==> src/fcts_regs.svh <==
`ifndef FCTS_REGS_SVH
`define FCTS_REGS_SVH

// ==========================================================
// clock and timing figures
`define FCTS_CLK_KHZ 20000
`define FCTS_NOTIFY_LIMIT_NS 62500
`define FCTS_NOTIFY_CYC ((`FCTS_NOTIFY_LIMIT_NS * `FCTS_CLK_KHZ) / 1000000)
`define FCTS_ERASE_MAX_MS 240
`define FCTS_ERASE_MAX_CYC (`FCTS_ERASE_MAX_MS * `FCTS_CLK_KHZ)
`define FCTS_PROG_MAX_MS 12
`define FCTS_PROG_MAX_CYC (`FCTS_PROG_MAX_MS * `FCTS_CLK_KHZ)
`define FCTS_TIMER_W 23

// ==========================================================
// entry register values
`define FCTS_ENTRY_READ 16'haa00

`endif

==> src/fcts_pkg.sv <==
package fcts_pkg;

  typedef enum logic [1:0] {
    CMD_NOTIFY = 2'h0,
    CMD_ERASE = 2'h1,
    CMD_PROGRAM = 2'h2,
    CMD_ENTRY = 2'h3
  } fcts_cmd_kind_t;

  typedef struct packed {
    logic valid;
    fcts_cmd_kind_t kind;
    logic [15:0] data;
  } fcts_cmd_t;

  typedef enum logic [2:0] {
    ST_IDLE = 3'h0,
    ST_NOTIFY = 3'h1,
    ST_ERASE = 3'h2,
    ST_PROGRAM = 3'h3,
    ST_RESET = 3'h4
  } fcts_state_t;

endpackage

==> src/fcts_seq.sv <==
// Behaviour
// - clock notification finishes within 62.5 us at this clock setup
// - entry value aa00 returns to read mode; idle flag within erase bound
// - block erase finishes in at most 240 ms
// - 256-byte unit program finishes in at most 12 ms
`include "fcts_regs.svh"

module fcts_seq import fcts_pkg::*; #(
  parameter int unsigned ERASE_MAX_CYC = `FCTS_ERASE_MAX_CYC,
  parameter int unsigned PROG_MAX_CYC = `FCTS_PROG_MAX_CYC
) (
  input wire logic i_ref_clk,
  input wire logic i_arst_n,
  input wire fcts_cmd_t i_cmd,
  input wire logic i_macro_done,
  input wire logic i_sequencer_reset_bit,
  output logic o_sequencer_idle_flag,
  output logic o_read_mode,
  output logic o_op_forced
);

  localparam int unsigned TW = `FCTS_TIMER_W;
  localparam int unsigned NOTIFY_CYC = `FCTS_NOTIFY_CYC;

  fcts_state_t state_r;
  fcts_state_t state_nxt;
  logic ready_r;
  logic ready_nxt;
  logic read_mode_r;
  logic read_mode_nxt;
  logic pend_read_r;
  logic pend_read_nxt;
  logic forced_r;
  logic forced_nxt;
  logic start;
  logic [TW-1:0] cap;
  logic expired;
  logic done;
  logic entry_read;

  // ==========================================================
  // operation timer: forces completion at the worst-case bound
  fcts_op_timer #(.TW(TW)) u_timer (
    .i_ref_clk(i_ref_clk),
    .i_arst_n(i_arst_n),
    .i_start(start),
    .i_stop(i_macro_done || i_sequencer_reset_bit),
    .i_cap(cap),
    .o_expired(expired)
  );

  assign done = i_macro_done || expired;
  assign entry_read = i_cmd.valid && (i_cmd.kind == CMD_ENTRY) &&
                      (i_cmd.data == `FCTS_ENTRY_READ);

  // ==========================================================
  // sequencer control
  always_comb begin
    state_nxt = state_r;
    ready_nxt = ready_r;
    read_mode_nxt = read_mode_r;
    pend_read_nxt = pend_read_r;
    forced_nxt = 1'b0;
    start = 1'b0;
    cap = '0;
    if (i_sequencer_reset_bit) begin
      // reset bit aborts any operation and drops the idle flag
      state_nxt = ST_RESET;
      ready_nxt = 1'b0;
      pend_read_nxt = 1'b0;
    end else begin
      unique case (state_r)
        ST_RESET: begin
          state_nxt = ST_IDLE;
          ready_nxt = 1'b1;
          read_mode_nxt = 1'b1;
        end
        ST_IDLE: begin
          if (i_cmd.valid) begin
            unique case (i_cmd.kind)
              CMD_NOTIFY: begin
                start = 1'b1;
                cap = TW'(NOTIFY_CYC);
                state_nxt = ST_NOTIFY;
                ready_nxt = 1'b0;
              end
              CMD_ERASE: begin
                if (!read_mode_r) begin
                  start = 1'b1;
                  cap = TW'(ERASE_MAX_CYC);
                  state_nxt = ST_ERASE;
                  ready_nxt = 1'b0;
                end
              end
              CMD_PROGRAM: begin
                if (!read_mode_r) begin
                  start = 1'b1;
                  cap = TW'(PROG_MAX_CYC);
                  state_nxt = ST_PROGRAM;
                  ready_nxt = 1'b0;
                end
              end
              CMD_ENTRY: begin
                read_mode_nxt = entry_read;
              end
            endcase
          end
        end
        ST_NOTIFY, ST_ERASE, ST_PROGRAM: begin
          if (entry_read) begin
            pend_read_nxt = 1'b1;
          end
          if (done) begin
            state_nxt = ST_IDLE;
            ready_nxt = 1'b1;
            forced_nxt = expired && !i_macro_done;
            if (pend_read_r || entry_read) begin
              // read-mode return waits only for the running operation
              read_mode_nxt = 1'b1;
              pend_read_nxt = 1'b0;
            end
          end
        end
        default: begin
          state_nxt = ST_IDLE;
          ready_nxt = 1'b1;
        end
      endcase
    end
  end

  always_ff @(posedge i_ref_clk or negedge i_arst_n) begin
    if (!i_arst_n) begin
      state_r <= ST_IDLE;
      ready_r <= 1'b1;
      read_mode_r <= 1'b1;
      pend_read_r <= 1'b0;
      forced_r <= 1'b0;
    end else begin
      state_r <= state_nxt;
      ready_r <= ready_nxt;
      read_mode_r <= read_mode_nxt;
      pend_read_r <= pend_read_nxt;
      forced_r <= forced_nxt;
    end
  end

  assign o_sequencer_idle_flag = ready_r;
  assign o_read_mode = read_mode_r;
  assign o_op_forced = forced_r;

  // ==========================================================
  // checks
  logic [31:0] busy_cnt_r;
  logic op_busy;

  assign op_busy = (state_r == ST_NOTIFY) || (state_r == ST_ERASE) ||
                   (state_r == ST_PROGRAM);

  always_ff @(posedge i_ref_clk or negedge i_arst_n) begin
    if (!i_arst_n) begin
      busy_cnt_r <= '0;
    end else begin
      busy_cnt_r <= op_busy ? busy_cnt_r + 32'h1 : 32'h0;
    end
  end
endmodule // fcts_seq

==> src/fcts_op_timer.sv <==
// ==========================================================
// down counter that expires on the cap-th running cycle
module fcts_op_timer #(
  parameter int unsigned TW = 23
) (
  input wire logic i_ref_clk,
  input wire logic i_arst_n,
  input wire logic i_start,
  input wire logic i_stop,
  input wire logic [TW-1:0] i_cap,
  output logic o_expired
);

  logic [TW-1:0] cnt_r;
  logic [TW-1:0] cnt_nxt;
  logic run_r;
  logic run_nxt;

  always_comb begin
    cnt_nxt = cnt_r;
    run_nxt = run_r;
    if (i_start) begin
      cnt_nxt = i_cap - TW'(1);
      run_nxt = 1'b1;
    end else if (i_stop || (run_r && cnt_r == '0)) begin
      run_nxt = 1'b0;
    end else if (run_r) begin
      cnt_nxt = cnt_r - TW'(1);
    end
  end

  always_ff @(posedge i_ref_clk or negedge i_arst_n) begin
    if (!i_arst_n) begin
      cnt_r <= '0;
      run_r <= 1'b0;
    end else begin
      cnt_r <= cnt_nxt;
      run_r <= run_nxt;
    end
  end

  assign o_expired = run_r && (cnt_r == '0);

endmodule // fcts_op_timer

==> config.mk <==
export PLATFORM = sky130hd
export DESIGN_NAME = fcts_seq
export DESIGN_NICKNAME = d
export VERILOG_FILES = /design/src/fcts_pkg.sv /design/src/fcts_seq.sv /design/src/fcts_op_timer.sv
export VERILOG_INCLUDE_DIRS = /design/src
export SDC_FILE = /design/constraint.sdc
export NUM_CORES = 1
export LEC_CHECK = 0
export BUFFER_PORTS_ARGS = -buffer_cell sky130_fd_sc_hd__buf_2
export CAP_MARGIN = 20
export CORE_ASPECT_RATIO = 1.4
export CORE_UTILIZATION = 45
export DETAILED_ROUTE_END_ITERATION = 6
export PLACE_DENSITY = 0.72
export SLEW_MARGIN = 10
export SYNTH_ARGS = -nofsm -noshare
export SYNTH_HDL_FRONTEND = slang
export SYNTH_SLANG_ARGS = --single-unit
==> constraint.sdc <==
create_clock -name i_ref_clk -period 4.6 [get_ports i_ref_clk]
set_input_delay 0.92 -clock i_ref_clk [delete_from_list [all_inputs] [get_ports i_ref_clk]]
set_output_delay 0.92 -clock i_ref_clk [all_outputs]
set_load 0.05 [all_outputs]
# Word-level counts from Yosys, hierarchy flattened
# Cells that the tools add are included.
# totals
reg_bits,31
out_inout_bits,3
# classes
addsub,2
n_eq_ne,20
mux,42
n_bitwise,1
n_reduce_logical,22
# op_table
operator,n
23-bit two-way mux,7
23-bit one-hot mux with 3 select lines,1
23-bit by 1-bit subtractor with 23-bit output (second input constant),2
23-bit zero test,1
1-bit two-way mux,22
18-bit two-way mux,1
16-bit equality test (second input constant),1
3-bit two-way mux,5
4-bit inequality test (second input constant),3
2-bit inequality test (second input constant),5
3-bit one-hot mux with 3 select lines,1
3-bit by 2-bit equality test with 1-bit output (second input constant),2
3-bit inequality test (second input constant),2
1-bit one-hot mux with 2 select lines,3
3-bit one-hot mux with 2 select lines,1
6-bit AND reduction,1
2-bit nonzero test,3
5-bit by 3-bit inequality test with 1-bit output (second input constant),1
5-bit AND reduction,1
2-bit equality test (second input constant),2
1-bit logical AND,4
1-bit logical OR,4
4-bit by 3-bit inequality test with 1-bit output (second input constant),1
4-bit AND reduction,1
other kinds (12),12

# Logic depth before layout (Yosys ltp)
# logic_depth
ltp_word,8
depth_mapped,14

# Hierarchy
# A second synthesis with hierarchy kept.
# unflattened
hier_cells,286
hier_area_um2,2523.7
# by_module_without_submodules
module,n_inst,cells_each,area_per_inst_um2,seq_area_each_um2
fcts_op_timer,1,215,1953.1,600.6
fcts_seq,1,71,570.5,177.7

# Worst setup path before layout
# OpenSTA, ideal clock, no wires.
# synth_path
path_type,input -> register
startpoint,input i_cmd[16] (netlist name)
endpoint,register u_timer.cnt_r[16]
t_arrival_ns,3.768
required_time_ns,4.474
setup_slack_ns,0.706
path_stages,14
cell_sequence,inv_1 > ha_1 > nor2b_1 > o2111ai_1 > buf_2 > nor2_1 > a21oi_1 > ha_1 > clkbuf_1 > o2111ai_1 > mux2i_1 > buf_2 > a31oi_1 > o32a_1
# synth_between
elab_chain_cells,8
word_cells_on_any_way,17
classes_between,1 x add/sub; 3 x eq/ne; 9 x mux; 4 x reduce/logical
# synth_lines
item,line_no,source
start: declaration,fcts_seq.sv:14,"input wire fcts_cmd_t i_cmd,"
branches (longest 8 deep; another with 23-bit by 1-bit subtractor with 23-bit output),-,
end signal: assignment,fcts_op_timer.sv:37,cnt_r <= cnt_nxt;
end: declaration,fcts_op_timer.sv:14,logic [TW-1:0] cnt_r;
# Parallel ways; which one is timed is not known.
# A chain may end at the register's enable or synchronous reset.

# Worst setup path after layout
# Same ends and word-level chain as after synthesis.

==> impl_metrics.json <==
{
  "synth_top_cell_area_share": 0.308,
  "first_iter_violations": 106,
  "io_pins": 26,
  "antenna-diode-count": 0,
  "grt_overflow_total": 0,
  "ctsHoldBuffers": 0,
  "first_pass_iters": 4,
  "cts_buffers": 5,
  "num-nets-final": 317,
  "grt_max_degree": 32,
  "worstMarginPinSlew_ns": 1.03,
  "routed-via-count": 2213,
  "post_synth_num_cell_types": 63,
  "dieArea_um2": 5540,
  "synth.ff_latch_count": 31,
  "synth_edf_count": 0,
  "maxCapViolations": 0,
  "slew_violations": 0,
  "area.growth.synth_to_final_pct": 10.7,
  "ir_drop_uv": 253,
  "fillCellCount": 492,
  "worst_clock_skew_ns": 0.00762,
  "htree_levels": 2,
  "synth-warning-count": 0,
  "rsz0062_at_grt": "no",
  "port_buffers": 25,
  "powerDensity_nw_per_um2": 348,
  "die_y_um": 87.7,
  "worstSetupEndpointType": "flip-flop",
  "cts_buffer_depth": 2,
  "synth_area_um2": 2360,
  "critical_path_class": "input port to flip-flop",
  "crit_required_ns": 4.78,
  "max_freq_ghz": 0.285,
  "post_cts_resized": 0,
  "syn_inst": 269,
  "timing.final.crit_share": 0.763,
  "fp-row-count": 30,
  "p_leak_uw": 0.00103,
  "drive_above_1_share": 0.208,
  "core_area_um2": 4950,
  "die_x_um": 63.2,
  "slew_headroom": 0.311,
  "place_hpwl_mm": 4.44,
  "cp_max_fo": 12,
  "cts_tree": "yes",
  "hold_violations": 0,
  "drc_errors": 0,
  "grt_pass1_vias": 2200,
  "cts-root-buf": "clkbuf_8",
  "startpoint_type": "input port",
  "antenna_found_initial": 0,
  "yosys.area.top_type": "dfrtp_1",
  "synth.net_count": 299,
  "multi_input_area_um2": 1430,
  "grt_pass1_wl_mm": 10.6,
  "fin_cells": 352,
  "yosysSeqAreaShare": 0.330,
  "finalCriticalPeriod_ns": 3.51,
  "initial_core_util": 0.476,
  "tns_ns": 0,
  "ys.flop_type": "dfrtp_1",
  "outcome": "complete, no violations",
  "gp_congestion": 0.927,
  "synthArstFlopShare": 1.00,
  "syn_area_per_cell_um2": 8.77,
  "via_per_inst": 6.29,
  "finalSetupViolCount": 0,
  "crit_arrival_ns": 3.69,
  "regArea_um2": 778,
  "worstHoldPathType": "flip-flop to flip-flop",
  "drt-total-wl_mm": 6.16,
  "cts_setup_buffers": 0,
  "wire_per_inst_um": 17.5,
  "synth_area_leaders": "dfrtp_1 (31%), ha_1 (3.7%), nor3_1 (3.4%), a211oi_1 (3.2%), a31oi_1 (3.2%)",
  "track_usage": 0.245,
  "clkTransAtPathRegs_ns": 0.07,
  "place_inst": 344,
  "clk_latency_ns": 0.29,
  "cts_num_sinks": 31,
  "ant_nets": 0
}
==> flip-flops by register name (all words and copies together) (netlist names) <==
signal                 flops
u_timer.cnt_r             23
state_r                    3
o_op_forced                1
o_read_mode                1
o_sequencer_idle_flag      1
pend_read_r                1
u_timer.run_r              1
==> metrics by stage <==
step	hold slack (ns)	setup slack, ns	power (uW)	instance area (um^2)	utilization
finish	0.483	1.09	909	2610	0.527
global route	0.502	0.788	962	2610	0.527
CTS	0.487	1.12	910	2610	0.527
detailed placement	0.477	0.837	667	2510	0.507
global placement	0.464	0.935	660	2510	0.507
floorplan	0.464	0.706	591	2360	-
==> area by class of cell <==
type	count	share of cell area
multi-input cells	204	0.549
flip-flops and latches	31	0.298
repair buffers	30	0.0623
clock buffers	8	0.0384
well taps	64	0.0307
inverters	15	0.0216
==> Yosys cell counts, types with 3 or more instances <==
cell,number
a211oi_1,10
a21oi_1,8
a31o_2,5
a31oi_1,12
and3_1,5
and4_1,4
buf_2,9
clkbuf_1,7
dfrtp_1,29
ha_1,7
inv_1,15
nand2_1,17
nand3_1,6
nand4_1,7
nor2_1,15
nor2b_1,7
nor3_1,16
nor3b_1,4
nor4_1,6
nor4bb_1,3
o21ai_0,5
o21ai_1,4
o31ai_1,4
or3_1,7
or4_1,5
xnor2_1,3
==> path summary, 6_finish.rpt <==
kind	startpoint	to	slack (ns)	cells after the start
min in group asynchronous	i_arst_n	u_timer.cnt_r[22]	0.68	1
hold / removal	o_sequencer_idle_flag	o_sequencer_idle_flag	0.48	2
setup / recovery	i_cmd[16]	u_timer.cnt_r[16]	1.09	14
setup reg to reg	u_timer.cnt_r[5]	u_timer.cnt_r[8]	1.64	5
hold reg to reg	o_sequencer_idle_flag	o_sequencer_idle_flag	0.48	2
max in group asynchronous	i_arst_n	u_timer.cnt_r[2]	3.46	1
==> layer usage <==
layer | vias up | GRT usage | routed length, um
met5 | - | 0 | 0
met4 | 0 | 0.122 | 193
met3 | 16 | 0.0299 | 165
met2 | 52 | 0.440 | 3190
met1 | 1076 | 0.287 | 2610
li1 | 1069 | - | -
==> kinds of logic (layout without fill, tap and decap cells) <==
family / count (synthesis) / count (layout) / synth area share
AND/OR/NAND/NOR: 118 / 118 / 0.308
AO/OA/AOI/OAI: 72 / 72 / 0.225
flip-flops: 31 / 31 / 0.330
XOR/XNOR: 3 / 3 / 0.0111
buffers and inverters: 34 / 53 / 0.0652
multiplexers: 4 / 4 / 0.0233
adder cells (fa/ha/maj): 7 / 7 / 0.0371
==> critical path, stage by stage <==
cell and delay (ns):
buf_2 0.13, inv_1 0.06, ha_1 0.33, nor2b_1 0.17, o2111ai_2 0.23, buf_4 0.22
nor2_1 0.08, a21oi_1 0.13, ha_1 0.36, o2111ai_1 0.24, mux2i_1 0.18, buf_4 0.19
a31oi_1 0.10, o32a_1 0.33
==> cells in the final DEF, fill, tap and decap left out, types with 6 or more instances in the layout <==
cell type and instances:
nand4_1 7, inv_1 15, nor2_1 15, nand3_1 6, nor2b_1 7, clkbuf_8 7, nor4_1 6, a31oi_1 12
a211oi_1 10, a21oi_1 8, dfrtp_1 29, nand2_1 17, or3_1 7, ha_1 7, buf_2 25, nor3_1 16
==> power breakdown <==
part | switching (uW) | internal, uW
registers | 81.6 | 340
clock network | 104 | 137
logic | 137 | 110
total | 323 | 586
Note: power is estimated with default switching activity, not from simulation.
